**config.mk**
```make
export PLATFORM = sky130hd
export DESIGN_NAME = iocs_decoder
export DESIGN_NICKNAME = d
export VERILOG_FILES = /design/src/hdl/iocs_pkg.sv /design/src/hdl/iocs_slot.sv /design/src/hdl/iocs_decoder.sv
export SDC_FILE = /design/constraint.sdc
export NUM_CORES = 1
export LEC_CHECK = 0
export BUFFER_PORTS_ARGS = -buffer_cell sky130_fd_sc_hd__buf_2
export CAP_MARGIN = 5
export CORE_UTILIZATION = 30
export DETAILED_ROUTE_END_ITERATION = 16
export MAX_ROUTING_LAYER = met4
export PLACE_DENSITY = 0.43
export SYNTH_ARGS = -nofsm -noshare
export SYNTH_HDL_FRONTEND = slang
export SYNTH_HIERARCHICAL = 1
export SYNTH_SLANG_ARGS = --single-unit
```
**constraint.sdc**
```tcl
create_clock -name clk -period 4.23 [get_ports clk]
set_clock_uncertainty 0.15 [all_clocks]
set_input_delay 0.2115 -clock clk [delete_from_list [all_inputs] [get_ports clk]]
set_output_delay 0.2115 -clock clk [all_outputs]
set_load 0.01 [all_outputs]
```
**src/hdl/iocs_pkg.sv**
```systemverilog
package iocs_pkg;
    localparam int NUM_SEL  = 7;
    localparam int NUM_INT  = 3;
    localparam int NUM_EXT  = 4;
    localparam int AW       = 16;
    localparam int WSW      = 3;
    localparam int IDXW     = 3;

    // Fixed decode used until the programmable mode bit is set.
    // Slots 0..2: serial A, serial B, printer
    // Slots 3..6: floppy, disk, disk control, spare
    localparam logic [AW-1:0]  DEF_BASE [NUM_SEL] = '{
        16'h03F8, 16'h02F8, 16'h0378, 16'h03F0,
        16'h01F0, 16'h03F6, 16'h0000};
    localparam logic [AW-1:0]  DEF_MASK [NUM_SEL] = '{
        16'h0007, 16'h0007, 16'h0007, 16'h0007,
        16'h0007, 16'h0001, 16'h0000};
    localparam logic [WSW-1:0] DEF_WAIT [NUM_SEL] = '{
        3'h1, 3'h1, 3'h1, 3'h0, 3'h0, 3'h0, 3'h0};
    localparam logic [NUM_SEL-1:0] DEF_WIDE = 7'h10;
    localparam logic [NUM_SEL-1:0] DEF_EN   = 7'h3F;

    // Programmed slots start out disabled when standby power is first applied
    localparam logic [AW-1:0]  PRG_BASE_RST = 16'h0000;
    localparam logic [AW-1:0]  PRG_MASK_RST = 16'h0000;
    localparam logic [WSW-1:0] PRG_WAIT_RST = 3'h0;

    // Clock/RAM port, two bytes
    localparam logic [AW-1:0] CLK_PORT_HI   = 16'h0070;
    localparam logic [AW-1:0] CLK_PORT_LO   = 16'h0170;
    localparam logic [AW-1:0] CLK_PORT_MASK = 16'h0001;

    typedef enum logic [2:0] {
        ST_IDLE = 3'b001,
        ST_WAIT = 3'b010,
        ST_HOLD = 3'b100
    } iocs_state_t;
endpackage : iocs_pkg

```
**src/hdl/iocs_slot.sv**
```systemverilog
module iocs_slot
    import iocs_pkg::*;
(
    input  wire logic [AW-1:0] addr,
    input  wire logic [AW-1:0] base,
    input  wire logic [AW-1:0] mask,
    input  wire logic          en,
    output logic               hit
);
    // Every one of the 16 bits takes part unless masked out
    assign hit = en && (((addr ^ base) & ~mask) == '0);
endmodule : iocs_slot

```
**src/hdl/iocs_decoder.sv**
```systemverilog
module iocs_decoder
    import iocs_pkg::*;
(
    input  wire logic                clk,
    input  wire logic                resetn,
    input  wire logic                stby_resetn,
    input  wire logic [AW-1:0]       io_addr,
    input  wire logic                io_rd_n,
    input  wire logic                io_wr_n,
    input  wire logic                clock_port_map_select,
    input  wire logic                mode_we,
    input  wire logic                mode_prog,
    input  wire logic                cfg_we,
    input  wire logic [IDXW-1:0]     cfg_index,
    input  wire logic [AW-1:0]       cfg_base,
    input  wire logic [AW-1:0]       cfg_mask,
    input  wire logic [WSW-1:0]      cfg_wait,
    input  wire logic                cfg_wide,
    input  wire logic                cfg_en,
    output logic [NUM_INT-1:0]       cs_int,
    output logic [NUM_EXT-1:0]       cs_ext_n,
    output logic                     clock_port_sel,
    output logic                     bus_wide,
    output logic                     io_ready,
    output logic                     prog_mode
);
    // Pin synchronisers
    logic [AW-1:0] addr_m, addr_q;
    logic [2:0]    pin_m, pin_q;
    logic          cyc, map_q;

    always_ff @(posedge clk) begin
        addr_m <= io_addr;
        addr_q <= addr_m;
        pin_m  <= {io_rd_n, io_wr_n, clock_port_map_select};
        pin_q  <= pin_m;
    end

    assign cyc   = !pin_q[2] || !pin_q[1];
    assign map_q = pin_q[0];

    // Standby-powered configuration, untouched by main reset
    logic [AW-1:0]      prg_base [NUM_SEL];
    logic [AW-1:0]      prg_mask [NUM_SEL];
    logic [WSW-1:0]     prg_wait [NUM_SEL];
    logic [NUM_SEL-1:0] prg_wide, prg_en;
    logic [AW-1:0]      next_prg_base [NUM_SEL];
    logic [AW-1:0]      next_prg_mask [NUM_SEL];
    logic [WSW-1:0]     next_prg_wait [NUM_SEL];
    logic [NUM_SEL-1:0] next_prg_wide, next_prg_en;

    always_comb begin
        next_prg_base = prg_base;
        next_prg_mask = prg_mask;
        next_prg_wait = prg_wait;
        next_prg_wide = prg_wide;
        next_prg_en   = prg_en;
        if (cfg_we && int'(cfg_index) < NUM_SEL) begin
            next_prg_base[cfg_index] = cfg_base;
            next_prg_mask[cfg_index] = cfg_mask;
            next_prg_wait[cfg_index] = cfg_wait;
            next_prg_wide[cfg_index] = cfg_wide;
            next_prg_en[cfg_index]   = cfg_en;
        end
    end

    always_ff @(posedge clk) begin
        if (!stby_resetn) begin
            for (int i = 0; i < NUM_SEL; i++) begin
                prg_base[i] <= PRG_BASE_RST;
                prg_mask[i] <= PRG_MASK_RST;
                prg_wait[i] <= PRG_WAIT_RST;
            end
            prg_wide <= '0;
            prg_en   <= '0;
        end else begin
            prg_base <= next_prg_base;
            prg_mask <= next_prg_mask;
            prg_wait <= next_prg_wait;
            prg_wide <= next_prg_wide;
            prg_en   <= next_prg_en;
        end
    end

    // Mode bit: default decode after every main reset
    logic next_prog_mode;

    always_comb begin
        next_prog_mode = mode_we ? mode_prog : prog_mode;
    end

    always_ff @(posedge clk) begin
        if (!resetn) begin
            prog_mode <= 1'b0;
        end else begin
            prog_mode <= next_prog_mode;
        end
    end

    // Effective decode per slot
    logic [AW-1:0]      eff_base [NUM_SEL];
    logic [AW-1:0]      eff_mask [NUM_SEL];
    logic [WSW-1:0]     eff_wait [NUM_SEL];
    logic [NUM_SEL-1:0] eff_wide, eff_en, hit;
    logic               clk_hit;

    for (genvar g = 0; g < NUM_SEL; g++) begin : g_slot
        assign eff_base[g] = prog_mode ? prg_base[g] : DEF_BASE[g];
        assign eff_mask[g] = prog_mode ? prg_mask[g] : DEF_MASK[g];
        assign eff_wait[g] = prog_mode ? prg_wait[g] : DEF_WAIT[g];
        assign eff_wide[g] = prog_mode ? prg_wide[g] : DEF_WIDE[g];
        assign eff_en[g]   = prog_mode ? prg_en[g]   : DEF_EN[g];
        iocs_slot u_slot (
            .addr (addr_q),
            .base (eff_base[g]),
            .mask (eff_mask[g]),
            .en   (eff_en[g]),
            .hit  (hit[g])
        );
    end

    iocs_slot u_clk_slot (
        .addr (addr_q),
        .base (map_q ? CLK_PORT_HI : CLK_PORT_LO),
        .mask (CLK_PORT_MASK),
        .en   (1'b1),
        .hit  (clk_hit)
    );

    // Lowest slot number sets wait and width when ranges overlap
    function automatic logic [IDXW-1:0] first_hit(
        input logic [NUM_SEL-1:0] h
    );
        first_hit = '0;
        for (int i = NUM_SEL - 1; i >= 0; i--) begin
            if (h[i]) first_hit = IDXW'(i);
        end
    endfunction : first_hit

    logic [IDXW-1:0] sel_idx;
    logic [WSW-1:0]  wsel;
    logic            wide_sel, go;

    assign sel_idx  = first_hit(hit);
    assign wsel     = eff_wait[sel_idx];
    assign wide_sel = eff_wide[sel_idx];

    // Selects and width
    logic [NUM_SEL-1:0] next_cs;
    logic               next_clk_sel, next_wide;

    always_comb begin
        next_cs      = cyc ? hit : '0;
        next_clk_sel = cyc && clk_hit;
        next_wide    = go ? wide_sel : (cyc && bus_wide);
    end

    always_ff @(posedge clk) begin
        if (!resetn) begin
            cs_int         <= '0;
            cs_ext_n       <= '1;
            clock_port_sel <= 1'b0;
            bus_wide       <= 1'b0;
        end else begin
            cs_int         <= next_cs[NUM_INT-1:0];
            cs_ext_n       <= ~next_cs[NUM_SEL-1:NUM_INT];
            clock_port_sel <= next_clk_sel;
            bus_wide       <= next_wide;
        end
    end

    // Wait-state sequencer
    iocs_state_t    state, next_state;
    logic [WSW-1:0] cnt, next_cnt;
    logic           next_io_ready;

    assign go = (state == ST_IDLE) && cyc && (hit != '0);

    always_comb begin
        next_state = state;
        next_cnt   = cnt;
        case (state)
            ST_IDLE: begin
                if (go) begin
                    next_cnt   = wsel;
                    next_state = (wsel != '0) ? ST_WAIT : ST_HOLD;
                end
            end
            ST_WAIT: begin
                next_cnt = cnt - 3'h1;
                if (!cyc) begin
                    next_state = ST_IDLE;
                end else if (cnt == 3'h1) begin
                    next_state = ST_HOLD;
                end
            end
            ST_HOLD: begin
                if (!cyc) next_state = ST_IDLE;
            end
            default: next_state = ST_IDLE;
        endcase
        next_io_ready = (next_state != ST_WAIT);
    end

    always_ff @(posedge clk) begin
        if (!resetn) begin
            state    <= ST_IDLE;
            cnt      <= '0;
            io_ready <= 1'b1;
        end else begin
            state    <= next_state;
            cnt      <= next_cnt;
            io_ready <= next_io_ready;
        end
    end

    a_int_sel_cycle: assert property (
        @(posedge clk) disable iff (!resetn)
        (cs_int != '0) |-> $past(cyc))
        else $error("internal select without an I/O cycle");

    a_ext_sel_cycle: assert property (
        @(posedge clk) disable iff (!resetn)
        (cs_ext_n != '1)
            |-> $past(cyc && (hit[NUM_SEL-1:NUM_INT] != '0)))
        else $error("external select without cycle and hit");

    a_full_addr: assert property (
        @(posedge clk) disable iff (!resetn)
        cs_int[0]
            |-> $past(((addr_q ^ eff_base[0]) & ~eff_mask[0]) == '0))
        else $error("select 0 asserted on a partial address match");

    a_wait_zero: assert property (
        @(posedge clk) disable iff (!resetn)
        (go && wsel == 3'h0) |=> io_ready [*2])
        else $error("zero-wait access was stretched");

    a_wait_two: assert property (
        @(posedge clk) disable iff (!resetn)
        (go && wsel == 3'h2) ##1 cyc [*2] |-> !io_ready ##1 io_ready)
        else $error("two-wait access not stretched by two");

    a_width_hit: assert property (
        @(posedge clk) disable iff (!resetn)
        go |=> (bus_wide == $past(wide_sel)))
        else $error("width indication does not follow the hit select");

    a_default_reset: assert property (
        @(posedge clk)
        !resetn |=> !prog_mode)
        else $error("programmed decode active after reset");

    a_cfg_retained: assert property (
        @(posedge clk) disable iff (!stby_resetn)
        (!resetn && !cfg_we)
            |=> $stable(prg_base[0]) && $stable(prg_mask[0]))
        else $error("select configuration lost across main reset");

    a_clock_map: assert property (
        @(posedge clk) disable iff (!resetn)
        clock_port_sel |-> $past(cyc && (addr_q[AW-1:1]
            == (map_q ? CLK_PORT_HI[AW-1:1] : CLK_PORT_LO[AW-1:1]))))
        else $error("clock port decoded at the wrong address");
endmodule : iocs_decoder

```
==> impl_metrics.tcl, run 1 <==
set metrics [dict create \
    worstMarginPinSlew_ns 1.11 \
    start_util 0.306 \
    synth_cells 1798 \
    drv_slew 0 \
    final_layout_size_suffix_gt1_frac 0.104 \
    die_y_um 223 \
    cts_sinks 314 \
    vias 12000 \
    synth_edf_count 0 \
    routabilityCongestion 0.793 \
    antenna_found_initial 7 \
    rsz0062_at_grt "false" \
    cts_setup_buffers 0 \
    die-area_sq_um 49900 \
    die_w_um 223 \
    grt_overflow 0 \
    crit_path_start_kind "flip-flop" \
    drv_cap 0 \
    synthDistinctLibCells 52 \
    critPathMaxFanout 36 \
    critPathCaptureType "flip-flop" \
    report.final.hold_viol_count 0 \
    antenna_left 0 \
    yosysSeqAreaShare 0.427 \
    yosys_warnings 6 \
    worstPathRequired_ns 4.51 \
    fin_crit_sh 0.912 \
    power_frac_seq 0.418 \
    fin_crit_ns 3.86 \
    p_clk_frac 0.504 \
    grt_max_degree 116 \
    fill_cells 4969 \
    leakage_uw 0.00615 \
    clock_latency_ns 0.56 \
    pin_count 76 \
    p_switching_uw 1780 \
    ys.flop_type "dfxtp_1" \
    drcViolationCount 0 \
    hold_path_class "in -> reg" \
    grt_pass1_vias 11800 \
    grt_pass1_wl_mm 75.5 \
    rows 80 \
    yosysTopAreaCell "dfxtp_1" \
    fp.coreArea_sq_um 48000 \
    grt_usage 0.206 \
    finalSetupViolCount 0 \
    cts_max_level 2 \
    cts_buffer_depth 3 \
    syn_area_sq_um 14700 \
    drt_pre_antenna_iters 5 \
    synth_area_leaders "dfxtp_1 (43%), nand2_1 (14%), a21boi_0 (13%)" \
    wl_mm 49.7 \
    worstSetupPathType "reg -> reg" \
    portBuffers 75 \
    area_growth_pct 21.5 \
    final_util 0.372 \
    power_frac_comb 0.078 \
    critPathArrivalTime_ns 4.14 \
    swShare 0.240 \
    status "complete, no violations" \
    first_iter_violations 567 \
    cts_resized 0 \
    rrSetupSlack_ns 0.37 \
    relSlewSlack 0.256 \
    async_flop_share 0 \
    root_buffer "clkbuf_16" \
    ys_top_cells_by_count "nand2_1 (533), dfxtp_1 (314), a21boi_0 (256)" \
    wl_per_cell_um 19.3 \
    setup_tns_ns 0 \
    syn_avg_cell_area_sq_um 8.18 \
    nets 1988 \
    seq_area_sq_um 6290 \
    numCtsBuffers 38 \
    synth_top_area_frac 0.427 \
    fmax_ghz 0.259 \
    dp_hpwl_mm 32.0 \
    hold_buffers 57 \
    ys_seq_elements 314 \
    power.internal_uw 5640 \
    tritoncts "yes" \
    p_per_area_nw_per_um2 415 \
    viasPerCell 4.67 \
    multi_input_area_sq_um 8160 \
    yosysMostFrequentCell "nand2_1" \
    ir_worst_vdd_uv 258 \
    clk_pin_slew_worst_paths_ns 0.06 \
]
worst max-delay path, cell delays in order (launching register included):
cell	delay [ns]
dfxtp_4	0.59
buf_4	0.34
and2_1	0.18
xnor2_1	0.12
o22ai_1	0.11
nor3_2	0.34
and4_1	0.44
nand2b_4	0.10
a221oi_4	0.28
mux4_2	0.55
o21ai_2	0.17
a21oi_4	0.06
o31a_1	0.29
sequential cells by signal, summed over array words and instances, names as in the netlist, 4 cells and up:
| name | cells |
|---|---|
| addr_m | 16 |
| addr_q | 16 |
| cs_ext_n | 4 |
| prg_base | 112 |
| prg_en | 7 |
| prg_mask | 112 |
| prg_wait | 21 |
| prg_wide | 7 |
power by group through the flow:
stage | clock (uW) | sequential [uW] | combinational, uW
after floorplan | 0 | 3140 | 327
after global placement | 0 | 3170 | 539
after detailed placement | 0 | 3170 | 542
after CTS | 3840 | 3100 | 589
after global routing | 3960 | 3110 | 632
final | 3730 | 3100 | 579
logic make-up after synthesis:
| logic type | after synthesis | synth area share |
|---|---|---|
| buffers and inverters | 112 | 0.0299 |
| other | 2 | 0.000511 |
| and+or+nand+nor | 868 | 0.276 |
| DFF | 314 | 0.427 |
| AOI/OAI and AO/OA | 362 | 0.181 |
| muxes | 8 | 0.00638 |
| xor gates and xnor gates | 130 | 0.0774 |
| adders and majority gates | 2 | 0.00170 |
layer usage:
| metal | wire length (um) | vias to the layer above | track usage |
|---|---|---|---|
| met5 | 0 | - | - |
| met4 | 918 | 0 | 0.0517 |
| met3 | 1540 | 70 | 0.0270 |
| met2 | 23500 | 182 | 0.339 |
| met1 | 23800 | 5661 | 0.267 |
| li1 | - | 6081 | - |
path summary, 6_finish.rpt:
kind	from	endpoint	cells past startpoint
setup / recovery	prog_mode$_SDFFE_PN0P_	state[1]$_SDFF_PN0_	12
hold / removal	mode_prog	prog_mode$_SDFFE_PN0P_	3
setup reg to reg	prog_mode$_SDFFE_PN0P_	state[1]$_SDFF_PN0_	12
hold reg to reg	addr_m[14]$_DFF_P_	addr_q[14]$_DFF_P_	0
cell type report:
cell class	count	share of cell area
Clock inverter	21	0.0198
Sequential cell	314	0.352
Timing Repair Buffer	157	0.0659
Inverter	8	0.00168
Antenna cell	4	0.000560
Tap cell	615	0.0430
Clock buffer	48	0.0604
Multi-Input combinational cell	1402	0.457
cell usage in the layout, fill, tap and decap left out, types with 3 or more instances in the layout:
cell type / synthesis / routed
nand3_1: 8 / 4
a21oi_1: 11 / 11
nor3_1: 3 / 3
nand3_2: 0 / 4
o211ai_1: 4 / 4
nor2b_1: 5 / 5
nand2b_1: 67 / 67
and4_1: 8 / 8
and3_1: 7 / 6
clkinv_2: 0 / 8
nand2_2: 0 / 3
a21boi_1: 3 / 3
xnor2_1: 128 / 128
o22ai_1: 56 / 56
clkbuf_8: 1 / 7
o21ai_0: 14 / 14
diode_2: 0 / 4
a21boi_0: 256 / 256
o21a_1: 3 / 3
dlygate4sd3_1: 0 / 57
and2_1: 172 / 172
buf_12: 0 / 3
nand2_1: 533 / 530
bufinv_16: 0 / 9
clkbuf_16: 0 / 39
nor3_2: 12 / 10
nor2_4: 0 / 4
dfxtp_1: 314 / 313
inv_1: 8 / 8
buf_4: 0 / 22
mux2i_1: 6 / 6
buf_2: 2 / 74
nor2_1: 45 / 41
conb_1: 2 / 32
through the flow:
| step | hold WS [ns] | worst slack (ns) | area (sq um) | total power [uW] | instances |
|---|---|---|---|---|---|
| global placement | 0.161 | 0.376 | 15900 | 3710 | 2439 |
| floorplan | 0.0892 | 0.607 | 14800 | 3460 | 1828 |
| global route | 0.0674 | 0.149 | 17900 | 7700 | 2569 |
| CTS | 0.0206 | 0.324 | 17900 | 7530 | 2565 |
| detailed placement | 0.163 | 0.369 | 15900 | 3710 | 2439 |
| finish | 0.0857 | 0.374 | 17900 | 7410 | 2569 |
No activity file was read; power rests on OpenSTA's default activity.
==> inputs of run 2 (changes only) <==
--- a/config.mk
+++ b/config.mk
@@ -10,2 +10,3 @@
 export CORE_UTILIZATION = 30
+export CTS_BUF_LIST = sky130_fd_sc_hd__clkbuf_8
 export DETAILED_ROUTE_END_ITERATION = 16
==> constraint.sdc (replaced) <==
create_clock -name clk -period 4.23 [get_ports clk]
set_clock_uncertainty 0.15 [all_clocks]
set_input_delay 0.846 -clock clk [delete_from_list [all_inputs] [get_ports clk]]
set_output_delay 0.846 -clock clk [all_outputs]
set_load 0.01 [all_outputs]
==> impl_metrics.tcl, run 2 (synthesized netlist as in run 1, its figures left out) <==
set metrics [dict create \
    clock_latency_ns 0.65 \
    critPathMaxFanout 71 \
    die_y_um 223 \
    fin_crit_sh 0.930 \
    fin_crit_ns 3.93 \
    rsz0062_at_grt "false" \
    cpMaxStageDelayCell "mux4_2" \
    fmax_ghz 0.254 \
    drv_slew 0 \
    numCtsBuffers 58 \
    setup_ws_ns 0.295 \
    drcViolationCount 0 \
    finalSetupViolCount 0 \
    root_buffer "clkbuf_8" \
    antenna_found_initial 13 \
    routabilityCongestion 0.844 \
    ir_worst_vdd_uv 207 \
    hold_path_class "in -> reg" \
    leakage_uw 0.00586 \
    cts_setup_buffers 0 \
    die_w_um 223 \
    use_met3 0.0294 \
    grt_max_degree 117 \
    layout.cells.non_filler 2544 \
    grt_usage 0.206 \
    final_layout_size_suffix_gt1_frac 0.112 \
    top_regs "prg_base x112, prg_mask x112, prg_wait x21" \
    crit_path_start_kind "flip-flop" \
    critPathArrivalTime_ns 4.32 \
    dpl_worst_slack_ns 0.341 \
    worstPathRequired_ns 4.62 \
    hold_buffers 0 \
    pin_count 76 \
    final_common_cell "nand2_1" \
    final_cell_mix "nand2_1 (530), dfxtp_1 (313), a21boi_0 (256)" \
    setup_tns_ns 0 \
    tritoncts "yes" \
    area_growth_pct 15.8 \
    grt_overflow 0 \
    cts_sinks 314 \
    path_cells "buf_12 > and2_1 > xnor2_1 > o22ai_1 > nor2_1 > and4_1 > inv_1 > a221oi_4 > mux4_2 > o21ai_2 > a21oi_4 > o31a_1" \
    top_usage_layer "met2" \
    multi_input_area_sq_um 8160 \
    drt_pre_antenna_iters 5 \
    fill_cells 5079 \
    start_util 0.306 \
    final_util 0.354 \
    clk_pin_slew_worst_paths_ns 0.06 \
    grt_pass1_wl_mm 75.2 \
    fp.coreArea_sq_um 48000 \
    relSlewSlack 0.239 \
    drv_cap 0 \
    cts_max_level 2 \
    nets 1949 \
    crit_buf_inv 2 \
    seq_area_sq_um 6290 \
    globalRouteMet1Util 0.268 \
    wl_per_cell_um 19.2 \
    wl_mm 48.9 \
    grt_use_met2 0.328 \
    die-area_sq_um 49900 \
    report.final.hold_viol_count 0 \
    hold_slack_ns 0.144 \
    rows 80 \
    place_inst 2437 \
    portBuffers 75 \
    path_delay_family "compound AO/OA/AOI/OAI gates" \
    critPathCaptureType "flip-flop" \
    first_iter_violations 576 \
    antenna_left 0 \
    viasPerCell 4.68 \
    cts_buffer_depth 3 \
    worstSetupPathType "reg -> reg" \
    dp_hpwl_mm 31.0 \
    p_per_area_nw_per_um2 383 \
    worstMarginPinSlew_ns 1.14 \
    status "complete, no violations" \
    cp_slowest_stage_delay_ns 0.58 \
    grt_pass1_vias 11900 \
    cts_resized 0 \
    vias 11900 \
]
## run 2: changes by cell type in the layout (fill, tap and decap cells not counted), sizes merged
cell,delta
dlygate4sd3,-57
clkbuf,+24
inv,+18
bufinv,-8
buf,-2
diode,+2
clkinv,-1
clkinvlp,-1
## run 2: worst register-to-register path: cells and delay by family (launching register included)
kind                   cells  cell delay [ns]
buffers and inverters      2             0.39
XOR/XNOR                   1             0.12
AND/OR/NAND/NOR            3             1.04
flip-flops                 1             0.39
AO/OA/AOI/OAI              5             1.15
multiplexers               1             0.58
## run 2: path summary, 6_finish.rpt
path | end | cells past startpoint | from | slack [ns]
worst min-delay path | addr_m[0]$_DFF_P_ | 1 | io_addr[0] | 0.14
worst min register to register | addr_q[2]$_DFF_P_ | 0 | addr_m[2]$_DFF_P_ | 0.17
worst max register to register | state[1]$_SDFF_PN0_ | 12 | prog_mode$_SDFFE_PN0P_ | 0.30
worst max-delay path | state[1]$_SDFF_PN0_ | 12 | prog_mode$_SDFFE_PN0P_ | 0.30
## run 2: per-stage QoR
stage	power (uW)	area (sq um)
global placement	3700	15900
detailed placement	3710	15900
finish	6530	17000
CTS	6650	17000
global route	6820	17000
floorplan	3460	14800
## run 2: final cells by class
| cell class | instances | share of cell area |
|---|---|---|
| clock buffer | 72 | 0.0582 |
| sequential | 314 | 0.369 |
| multi-input combinational | 1402 | 0.480 |
| inverter | 8 | 0.00176 |
| tap | 615 | 0.0452 |
| antenna | 6 | 0.000882 |
| clock inverter | 29 | 0.00867 |
| timing repair buffer | 98 | 0.0362 |
## run 2: power breakdown
part | leakage, uW | switching (uW) | total (uW) | internal [uW]
sequential | 0.00255 | 65.5 | 3100 | 3030
clock | 0.000666 | 1320 | 2900 | 1580
combinational | 0.00264 | 329 | 536 | 206
## run 2: layer usage
metal  routed length (um)  part of all wire
met4                 1230             0.025
met2                22500              0.46
met1                23300              0.48
met3                 1960             0.040
met5                    0                 0
